## src/rtl/dwv_pkg.sv

```systemverilog
// Constants for the debug watchpoint and vector trap unit
// ============================================================
// Summary of operation
// - Control bit 3 low selects the instruction buses for comparison.
// - In instruction mode, control bit 1 compares with the compact instruction-set state.
// - Control bit 4 compares with the fetch privilege signal in instruction mode, data privilege in data mode.
// - Each watchpoint has its own outside condition input.
// - Watchpoint 1 address/control hit loads its data hit into chain latch.
// - Chain latch clears on control value write or test reset low.
// - Watchpoint 1 match drives watchpoint 0 range input.
// - Watchpoint break request only raised when enable bit 8 is set.
// - Enable bit exists only in the value register and is never masked.
// - Debug control is four bits; bit 3 enables single stepping.
// - Five-bit status updates on write access, returns on read access.
// - Status bits 0 and 1 show synchronised halt request and acknowledge.
// - Status bit 3 shows synchronised system access done.
// - Status bit 4 shows the compact instruction-set state.
// - Vector trap register holds eight enables, bit 5 reserved.
// - An enabled trapped exception acts like a breakpoint on its vector.
// - Soft trap bit 2 catches the fetch from 0x8 and raises break.
// - Vector trapping uses no watchpoint comparator.
// - Only vector fetches during exception entry are trapped.
// - A mask bit of one excludes its value bit from comparison, except control mask bit 3.
package dwv_pkg;
  // ============================================================
  // Scan chain layout
  localparam int DWV_CHAIN_LEN = 38;
  localparam int DWV_SC_ADDR_LSB = 32;
  localparam int DWV_SC_RW = 37;
  // ============================================================
  // Register addresses
  localparam logic [4:0] DWV_ADR_DBG_CTRL = 5'h00;
  localparam logic [4:0] DWV_ADR_DBG_STAT = 5'h01;
  localparam logic [4:0] DWV_ADR_VEC_TRAP = 5'h02;
  localparam logic [1:0] DWV_WP0_SEL = 2'h1;
  localparam logic [1:0] DWV_WP1_SEL = 2'h2;
  localparam logic [2:0] DWV_WP_ADDR_VAL = 3'h0;
  localparam logic [2:0] DWV_WP_ADDR_MSK = 3'h1;
  localparam logic [2:0] DWV_WP_DATA_VAL = 3'h2;
  localparam logic [2:0] DWV_WP_DATA_MSK = 3'h3;
  localparam logic [2:0] DWV_WP_CTRL_VAL = 3'h4;
  localparam logic [2:0] DWV_WP_CTRL_MSK = 3'h5;
  // ============================================================
  // Field positions
  localparam int DWV_CB_ISA = 1;
  localparam int DWV_CB_MODE = 3;
  localparam int DWV_CB_PRIV = 4;
  localparam int DWV_CB_EN = 8;
  localparam logic [7:0] DWV_CMSK_KEEP = 8'hf7;
  localparam int DWV_STEP_BIT = 3;
  localparam int DWV_VEC_RSVD = 5;
  localparam logic [31:0] DWV_VEC_STRIDE = 32'h4;
  // ============================================================
  // Widths and reset values
  localparam int DWV_W_CVAL = 9;
  localparam int DWV_W_CMSK = 8;
  localparam int DWV_W_DCTRL = 4;
  localparam int DWV_W_STAT = 5;
  localparam int DWV_W_VEC = 8;
  localparam logic [31:0] DWV_RST_WORD = 32'h0;
  localparam logic [3:0] DWV_RST_DCTRL = 4'h0;
  localparam logic [4:0] DWV_RST_STAT = 5'h0;
  localparam logic [7:0] DWV_RST_VEC = 8'h00;
  localparam logic [12:0] DWV_RST_SYNC = 13'h0000;
endpackage

```

## src/rtl/dwv_wp_if.sv

```systemverilog
// Bus view presented to one watchpoint comparator
`timescale 1ns/10ps
interface dwv_wp_if;
  logic [31:0] addr;
  logic [31:0] data;
  logic [7:0] ctrl;
  logic valid;
  modport src (output addr, output data, output ctrl, output valid);
  modport wp (input addr, input data, input ctrl, input valid);
endinterface

```

## src/rtl/dwv_debug_watch.sv

```systemverilog
// Debug watchpoint, status and vector trap unit with scan access
`timescale 1ns/10ps
module dwv_debug_watch import dwv_pkg::*; (
  input wire logic clk,
  input wire logic reset,
  input wire logic scan_tck,
  input wire logic scan_tdi,
  input wire logic scan_capture,
  input wire logic scan_shift,
  input wire logic scan_update,
  input wire logic test_reset_n,
  output logic scan_tdo,
  input wire logic [31:0] fetch_addr,
  input wire logic [31:0] fetch_insn,
  input wire logic fetch_valid,
  input wire logic fetch_privilege_flag,
  input wire logic compact_isa_state,
  input wire logic fetch_exception_entry,
  input wire logic [31:0] data_addr,
  input wire logic [31:0] data_value,
  input wire logic data_valid,
  input wire logic data_write,
  input wire logic [1:0] data_size,
  input wire logic data_privilege,
  input wire logic outside_condition_wp_a,
  input wire logic outside_condition_wp_b,
  input wire logic halt_request,
  input wire logic halt_acknowledge,
  input wire logic core_intr_enable,
  input wire logic system_access_done,
  output logic fetch_break_request,
  output logic access_break_request,
  output logic single_step_enable,
  output logic link_condition_latch_out
);
  // ============================================================
  // Pin synchronisers
  logic [12:0] sync_meta;
  logic [12:0] sync_s;
  logic tck_q;
  logic tck_s, tdi_s, cap_s, shf_s, upd_s, trst_s;
  logic ext_a_s, ext_b_s, hreq_s, hack_s, core_intr_enable_s, sdone_s, isa_s;

  always_ff @(posedge clk) begin
    if (reset) begin
      sync_meta <= DWV_RST_SYNC;
      sync_s <= DWV_RST_SYNC;
      tck_q <= 1'b0;
    end else begin
      sync_meta <= {scan_tck, scan_tdi, scan_capture, scan_shift,
        scan_update, test_reset_n, outside_condition_wp_a,
        outside_condition_wp_b, halt_request, halt_acknowledge,
        core_intr_enable, system_access_done, compact_isa_state};
      sync_s <= sync_meta;
      tck_q <= sync_s[12];
    end
  end

  assign {tck_s, tdi_s, cap_s, shf_s, upd_s, trst_s, ext_a_s, ext_b_s,
    hreq_s, hack_s, core_intr_enable_s, sdone_s, isa_s} = sync_s;

  // ============================================================
  // Scan chain: data, address, read/write
  logic tck_rise;
  logic [DWV_CHAIN_LEN-1:0] shr;
  logic [4:0] rd_addr;
  logic [31:0] rd_data;
  logic reg_wr;
  logic [4:0] wr_addr;
  logic stat_load;

  assign tck_rise = tck_s && !tck_q;
  assign reg_wr = tck_rise && upd_s && shr[DWV_SC_RW];
  assign wr_addr = shr[DWV_SC_RW-1:DWV_SC_ADDR_LSB];

  always_ff @(posedge clk) begin
    if (reset) begin
      shr <= '0;
      scan_tdo <= 1'b0;
    end else if (tck_rise && cap_s) begin
      shr <= {1'b0, rd_addr, rd_data};
      scan_tdo <= rd_data[0];
    end else if (tck_rise && shf_s) begin
      shr <= {tdi_s, shr[DWV_CHAIN_LEN-1:1]};
      scan_tdo <= shr[1];
    end
  end

  // Read address is latched at update so the next capture returns it
  always_ff @(posedge clk) begin
    if (reset) begin
      rd_addr <= DWV_ADR_DBG_CTRL;
    end else if (tck_rise && upd_s && !shr[DWV_SC_RW]) begin
      rd_addr <= wr_addr;
    end
  end

  // ============================================================
  // Debug control, vector trap and watchpoint storage
  logic [3:0] dbg_ctrl;
  logic [7:0] vec_en;
  logic [31:0] wp_reg [0:1][0:5];
  logic wp_sel_hit;
  logic cval_wr;

  assign wp_sel_hit = (wr_addr[4:3] == DWV_WP0_SEL ||
    wr_addr[4:3] == DWV_WP1_SEL) && wr_addr[2:0] <= DWV_WP_CTRL_MSK;
  assign cval_wr = reg_wr && wp_sel_hit && wr_addr[2:0] == DWV_WP_CTRL_VAL;

  always_ff @(posedge clk) begin
    if (reset) begin
      dbg_ctrl <= DWV_RST_DCTRL;
    end else if (reg_wr && wr_addr == DWV_ADR_DBG_CTRL) begin
      dbg_ctrl <= shr[DWV_W_DCTRL-1:0];
    end
  end

  always_ff @(posedge clk) begin
    if (reset) begin
      vec_en <= DWV_RST_VEC;
    end else if (reg_wr && wr_addr == DWV_ADR_VEC_TRAP) begin
      vec_en <= shr[DWV_W_VEC-1:0];
    end
  end

  always_ff @(posedge clk) begin
    if (reset) begin
      for (int w = 0; w < 2; w++) begin
        for (int i = 0; i < 6; i++) begin
          wp_reg[w][i] <= DWV_RST_WORD;
        end
      end
    end else if (reg_wr && wp_sel_hit) begin
      wp_reg[wr_addr[4]][wr_addr[2:0]] <= shr[31:0];
    end
  end

  always_ff @(posedge clk) begin
    if (reset) begin
      single_step_enable <= 1'b0;
    end else begin
      single_step_enable <= dbg_ctrl[DWV_STEP_BIT];
    end
  end

  // ============================================================
  // Status snapshot
  logic [4:0] stat;
  logic core_intr_enable_gen;

  // Interrupts read as disabled while the core sits in debug state
  assign core_intr_enable_gen = core_intr_enable_s && !hack_s;
  assign stat_load = (reg_wr && wr_addr == DWV_ADR_DBG_STAT) ||
    (tck_rise && cap_s && rd_addr == DWV_ADR_DBG_STAT);

  always_ff @(posedge clk) begin
    if (reset) begin
      stat <= DWV_RST_STAT;
    end else if (stat_load) begin
      stat <= {isa_s, sdone_s, core_intr_enable_gen, hack_s,
        hreq_s};
    end
  end

  // Capture needs the fresh snapshot, so status reads bypass the flop
  always_comb begin
    rd_data = 32'h0;
    if (rd_addr == DWV_ADR_DBG_CTRL) begin
      rd_data[DWV_W_DCTRL-1:0] = dbg_ctrl;
    end else if (rd_addr == DWV_ADR_DBG_STAT) begin
      rd_data[DWV_W_STAT-1:0] = {isa_s, sdone_s, core_intr_enable_gen, hack_s,
        hreq_s};
    end else if (rd_addr == DWV_ADR_VEC_TRAP) begin
      rd_data[DWV_W_VEC-1:0] = vec_en;
    end else if ((rd_addr[4:3] == DWV_WP0_SEL ||
        rd_addr[4:3] == DWV_WP1_SEL) && rd_addr[2:0] <= DWV_WP_CTRL_MSK) begin
      rd_data = wp_reg[rd_addr[4]][rd_addr[2:0]];
      if (rd_addr[2:0] == DWV_WP_CTRL_VAL) begin
        rd_data[31:DWV_W_CVAL] = '0;
      end else if (rd_addr[2:0] == DWV_WP_CTRL_MSK) begin
        rd_data[31:DWV_W_CMSK] = '0;
      end
    end
  end

  // ============================================================
  // Watchpoint comparators
  dwv_wp_if wp_bus[2] ();
  logic [1:0] wp_ac_hit, wp_d_hit, wp_match, wp_mode, wp_en;
  logic [1:0] wp_ext;
  logic link_latch;

  assign wp_ext = {ext_b_s, ext_a_s};

  genvar gw;
  generate
    for (gw = 0; gw < 2; gw++) begin : g_wp
      logic range_in;
      logic chain_in;
      assign wp_mode[gw] = wp_reg[gw][DWV_WP_CTRL_VAL][DWV_CB_MODE];
      assign wp_en[gw] = wp_reg[gw][DWV_WP_CTRL_VAL][DWV_CB_EN];
      // Second watchpoint has nothing feeding its chain and range inputs
      assign range_in = (gw == 0) ? wp_match[1] : 1'b0;
      assign chain_in = (gw == 0) ? link_latch : 1'b0;
      assign wp_bus[gw].addr = wp_mode[gw] ? data_addr : fetch_addr;
      assign wp_bus[gw].data = wp_mode[gw] ? data_value : fetch_insn;
      assign wp_bus[gw].valid = wp_mode[gw] ? data_valid : fetch_valid;
      // Unused instruction-mode bits 2 and 0 compare against zero
      assign wp_bus[gw].ctrl = wp_mode[gw] ?
        {range_in, chain_in, wp_ext[gw], data_privilege, 1'b1,
         data_size, data_write} :
        {range_in, chain_in, wp_ext[gw], fetch_privilege_flag, 1'b0,
         1'b0, compact_isa_state, 1'b0};
      dwv_watchpoint u_wp (
        .bus(wp_bus[gw]),
        .addr_val(wp_reg[gw][DWV_WP_ADDR_VAL]),
        .addr_msk(wp_reg[gw][DWV_WP_ADDR_MSK]),
        .data_val(wp_reg[gw][DWV_WP_DATA_VAL]),
        .data_msk(wp_reg[gw][DWV_WP_DATA_MSK]),
        .ctrl_val(wp_reg[gw][DWV_WP_CTRL_VAL][DWV_W_CVAL-1:0]),
        .ctrl_msk(wp_reg[gw][DWV_WP_CTRL_MSK][DWV_W_CMSK-1:0]),
        .addr_ctrl_hit(wp_ac_hit[gw]),
        .data_hit(wp_d_hit[gw]),
        .match(wp_match[gw])
      );
    end
  endgenerate

  // Clear beats a load in the same cycle
  always_ff @(posedge clk) begin
    if (reset || !trst_s || cval_wr) begin
      link_latch <= 1'b0;
    end else if (wp_ac_hit[1]) begin
      link_latch <= wp_d_hit[1];
    end
  end

  assign link_condition_latch_out = link_latch;

  // ============================================================
  // Break requests
  logic vc_hit;
  logic wp_ibrk, wp_dbrk;

  dwv_vector_catch u_vc (
    .enables(vec_en),
    .fetch_addr(fetch_addr),
    .fetch_valid(fetch_valid),
    .exception_entry(fetch_exception_entry),
    .hit(vc_hit)
  );

  assign wp_ibrk = |(wp_match & wp_en & ~wp_mode);
  assign wp_dbrk = |(wp_match & wp_en & wp_mode);

  always_ff @(posedge clk) begin
    if (reset) begin
      fetch_break_request <= 1'b0;
      access_break_request <= 1'b0;
    end else begin
      fetch_break_request <= wp_ibrk || vc_hit;
      access_break_request <= wp_dbrk;
    end
  end
endmodule

```

## src/rtl/dwv_vector_catch.sv

```systemverilog
// Exception vector fetch trap, separate from the comparators
`timescale 1ns/10ps
module dwv_vector_catch import dwv_pkg::*; (
  input wire logic [7:0] enables,
  input wire logic [31:0] fetch_addr,
  input wire logic fetch_valid,
  input wire logic exception_entry,
  output logic hit
);
  logic [7:0] vec_hit;

  genvar gv;
  generate
    for (gv = 0; gv < DWV_W_VEC; gv++) begin : g_vec
      if (gv == DWV_VEC_RSVD) begin : g_rsvd
        assign vec_hit[gv] = 1'b0;
      end else begin : g_live
        // Ordinary branches into the table are ignored
        assign vec_hit[gv] = enables[gv] && fetch_valid &&
          exception_entry &&
          (fetch_addr == 32'(gv) * DWV_VEC_STRIDE);
      end
    end
  endgenerate

  assign hit = |vec_hit;
endmodule

```

## src/rtl/dwv_watchpoint.sv

```systemverilog
// One masked watchpoint comparator
`timescale 1ns/10ps
module dwv_watchpoint import dwv_pkg::*; (
  dwv_wp_if.wp bus,
  input wire logic [31:0] addr_val,
  input wire logic [31:0] addr_msk,
  input wire logic [31:0] data_val,
  input wire logic [31:0] data_msk,
  input wire logic [8:0] ctrl_val,
  input wire logic [7:0] ctrl_msk,
  output logic addr_ctrl_hit,
  output logic data_hit,
  output logic match
);
  logic [7:0] eff_cmsk;
  logic addr_eq;
  logic ctrl_eq;

  // Mode bit never masked, so a data-mode entry never fires on fetches
  assign eff_cmsk = ctrl_msk & DWV_CMSK_KEEP;
  assign addr_eq = ((bus.addr ^ addr_val) & ~addr_msk) == 32'h0;
  assign ctrl_eq = ((bus.ctrl ^ ctrl_val[7:0]) & ~eff_cmsk) == 8'h00;
  assign addr_ctrl_hit = bus.valid && addr_eq && ctrl_eq;
  assign data_hit = ((bus.data ^ data_val) & ~data_msk) == 32'h0;
  assign match = addr_ctrl_hit && data_hit;
endmodule

```

## config.mk

```make
export PLATFORM = sky130hd
export DESIGN_NAME = dwv_debug_watch
export DESIGN_NICKNAME = d
export VERILOG_FILES = /design/src/rtl/dwv_pkg.sv /design/src/rtl/dwv_wp_if.sv /design/src/rtl/dwv_debug_watch.sv /design/src/rtl/dwv_vector_catch.sv /design/src/rtl/dwv_watchpoint.sv
export SDC_FILE = /design/constraint.sdc
export NUM_CORES = 1
export LEC_CHECK = 0
export BUFFER_PORTS_ARGS = -buffer_cell sky130_fd_sc_hd__buf_2
export CAP_MARGIN = 20
export CORE_UTILIZATION = 40
export DETAILED_ROUTE_END_ITERATION = 10
export GPL_TIMING_DRIVEN = 0
export PLACE_DENSITY_LB_ADDON = 0.05
export SYNTH_ARGS = -nofsm -noshare
export SYNTH_HDL_FRONTEND = slang
export SYNTH_SLANG_ARGS = --single-unit
```

## constraint.sdc

```tcl
create_clock -name clk -period 6.1 [get_ports clk]
set_input_delay 1.22 -clock clk [delete_from_list [all_inputs] [get_ports clk]]
set_output_delay 1.22 -clock clk [all_outputs]
set_load 0.005 [all_outputs]
```

==> metrics.cfg <==
[yosys]
synth.area.mux_share_pct=18.2
avgSynthCellArea_um2=12.9
synthSimpleGateAreaFrac_pct=11.1
synth_top_family_by_area=multiplexers
synth_fp_nets=1653
synth_area_um2=19400
synth_edf_count=290
synthArstFlopShare_pct=0
netlist.area_leader.share_pct=45.0
synth-xor-area-share_pct=6.37
synth_flop_cell=edfxtp_1
synth_cell_types=57
synth.largest_area_cell=edfxtp_1
ys_warn_count=0
synth-seq-cells=377
postSynthCellCount=1502
synth_seq_area_share_pct=53.9
synth-compound-area-share_pct=7.78
synthAdderAreaFrac_pct=0
ys_top_cells_by_area=edfxtp_1, mux2i_1, dfxtp_1

[routing]
vias_per_cell=6.29
via_count=14900
wl_per_cell_um=35.3
drtIter0Drc=1872
wl_um=83600
ant_nets=0
drc=0
drt-pass1-iter-count=5

[floorplanning]
die_y_um=222
start_util_pct=40.6
std_cell_rows=80
die_w_um=222
ioPinCount=156
dieArea_um2=49300
fp.coreArea_um2=47700

[power]
seq_power_share_pct=46.1
powerDensity_nw_per_um2=275
p_int_w=0.00479
swShare_pct=24.0
comb_power_share_pct=8.7
leakagePower_nw=9.33
power.switching_w=0.00151
ir_drop_v=0.000186
power_frac_clock_pct=45.1

[global_route]
grt_usage_pct=33.8
antenna_found_initial=4
grt_pass1_wl_um=114000
grt_pass1_vias=14300
overflow=0
grt_max_degree=33

[timing]
rsz0062_at_grt=false
fin_ws_ns=0.702
clock_skew_ns=0.0258
fmax_ghz=0.185
hold_viol=0
worst_pin_slew_ns=1.27
slew_viol_final=0
finalCritPeriodShare_pct=88.5
maxSlewHeadroom_pct=15.4
final.setup.tns_ns=0
setup_violations=0
post-route-min-period_ns=5.40

[setup_path]
critical_path_class=flip-flop to flip-flop
cp_max_fo=10
critPathArrivalTime_ns=5.81
cp-start-kind=flip-flop
critPathSlowestCell=nor4_1
cp.buffers_inverters=4
cp-end-kind=flip-flop
critPathMaxStageDelay_ns=0.83
required_ns=6.51
crit_family=compound AO/OA/AOI/OAI gates
crit_chain=buf_6, buf_12, buf_8, buf_2, mux2i_1, xor2_1, o22ai_1, nor4_1, nand4_1, o31a_1, o21ba_1, o41ai_1

[cts]
h-tree-depth=2
cts_root_buffer=clkbuf_16
cts_buffers=42
ctsHoldBuffers=0
cts.repair.resized=0
clk_path_buf_depth=3
path_clk_slew_ns=0.06
worstSkewPairLatency_ns=0.58
cts_tree=yes
cts_sinks=377
cts_setup_buffers=0

[layout]
drive_gt1_share_pct=19.7
largest_register_ffs=290
area_growth_pct=18.2
finalNetCount=1873

[placement]
dp_slack_ns=0.926
place_congestion=0.990
io_buffers=154
hpwl_um=63000

[outcome]
status=finished, final reports clean

[job]
maxCapViolations=0

[hold_path]
min_path_type=flip-flop to flip-flop

[per-stage QoR]
step | hold slack, ns | power, W | cells | area, µm² | utilization, %
finish | 0.428 | 0.00630 | 2372 | 22900 | 48.0
global route | 0.453 | 0.00641 | 2369 | 22900 | 48.0
CTS | 0.434 | 0.00629 | 2367 | 22900 | 47.9
detailed placement | 0.423 | 0.00349 | 2291 | 21300 | 44.7
global placement | 0.423 | 0.00347 | 2271 | 20900 | 43.8
floorplan | 0.414 | 0.00318 | 1502 | 19400 | -
[final cells by class]
class | count | area [µm²]
well taps | 615 | 769
flip-flops and latches | 377 | 10500
plain buffers | 111 | 489
clock buffers | 60 | 1200
inverters | 6 | 22.5
clock inverters | 16 | 313
multi-input cells | 1008 | 8460
fillers | 4366 | 24800
diodes | 3 | 7.51
repair buffers | 176 | 1200
[cell usage after synthesis (all sizes together) (2+ instances only)]
master   instances
nor4b            2
nand2           19
mux2            13
and3           105
a21o             4
o21ai           69
clkbuf          81
edfxtp         290
nor4            15
xnor2            4
or3              3
mux4            63
mux2i          195
nor3            11
a211oi          14
o211a           27
nand4            7
o31a             2
nor2            56
a2111oi          4
or4              3
o41ai            2
inv              6
and2           108
nor2b           36
a22o             3
xor2           137
nand3            2
a21oi           14
o221ai           2
a221oi           5
dfxtp           87
o22ai           65
nand2b           3
buf             30
or2              2
[routing by layer]
| metal | up-vias | part of all wire, % | GRT usage (%) |
|---|---|---|---|
| li1 | 6160 | - | - |
| met1 | 7588 | 41 | 46.6 |
| met2 | 1000 | 44 | 50.9 |
| met3 | 163 | 11 | 7.73 |
| met4 | 0 | 4.6 | 14.7 |
| met5 | - | 0 | 0 |
[power by group through the flow]
stage	clock network (W)	logic, W	registers [W]
2_1_floorplan	0	0.000255	0.00293
3_3_place_gp	0	0.000508	0.00296
3_5_place_dp	0	0.000534	0.00296
4_1_cts	0.00285	0.000537	0.00290
5_1_grt	0.00294	0.000565	0.00291
6_report	0.00284	0.000550	0.00291
[cells in the final DEF, fill, tap and decap left out, types with 5 or more instances in the layout]
master / instances
bufinv_16: 9
mux4_2: 63
clkbuf_16: 44
nor4_1: 15
a211oi_1: 13
buf_2: 166
buf_12: 7
inv_1: 6
a221oi_1: 5
edfxtp_1: 290
and2_1: 108
clkbuf_1: 93
o211a_1: 27
o21ai_0: 66
o22ai_1: 65
and3_1: 105
mux2_2: 13
nand4_1: 7
nor2b_1: 36
dfxtp_1: 87
buf_8: 8
nor3_1: 11
buf_16: 7
buf_1: 12
mux2i_1: 195
nand2_1: 18
a21oi_1: 14
xor2_1: 137
nor2_1: 56
[cells by family after synthesis]
family,Yosys count
flops,377
compound gates,222
simple gates,374
buf+inv,117
mux,271
xor+xnor,141
[final timing paths]
check | startpoint | to | slack [ns] | depth (start not counted)
worst max-delay path | wp_reg[1][35] | access_break_request | 0.70 | 12
worst min-delay path | sync_meta[3] | sync_s[3] | 0.43 | 1
worst max register to register | wp_reg[1][35] | access_break_request | 0.70 | 12
worst min register to register | sync_meta[3] | sync_s[3] | 0.43 | 1
No activity file was read; power rests on OpenSTA's default activity.
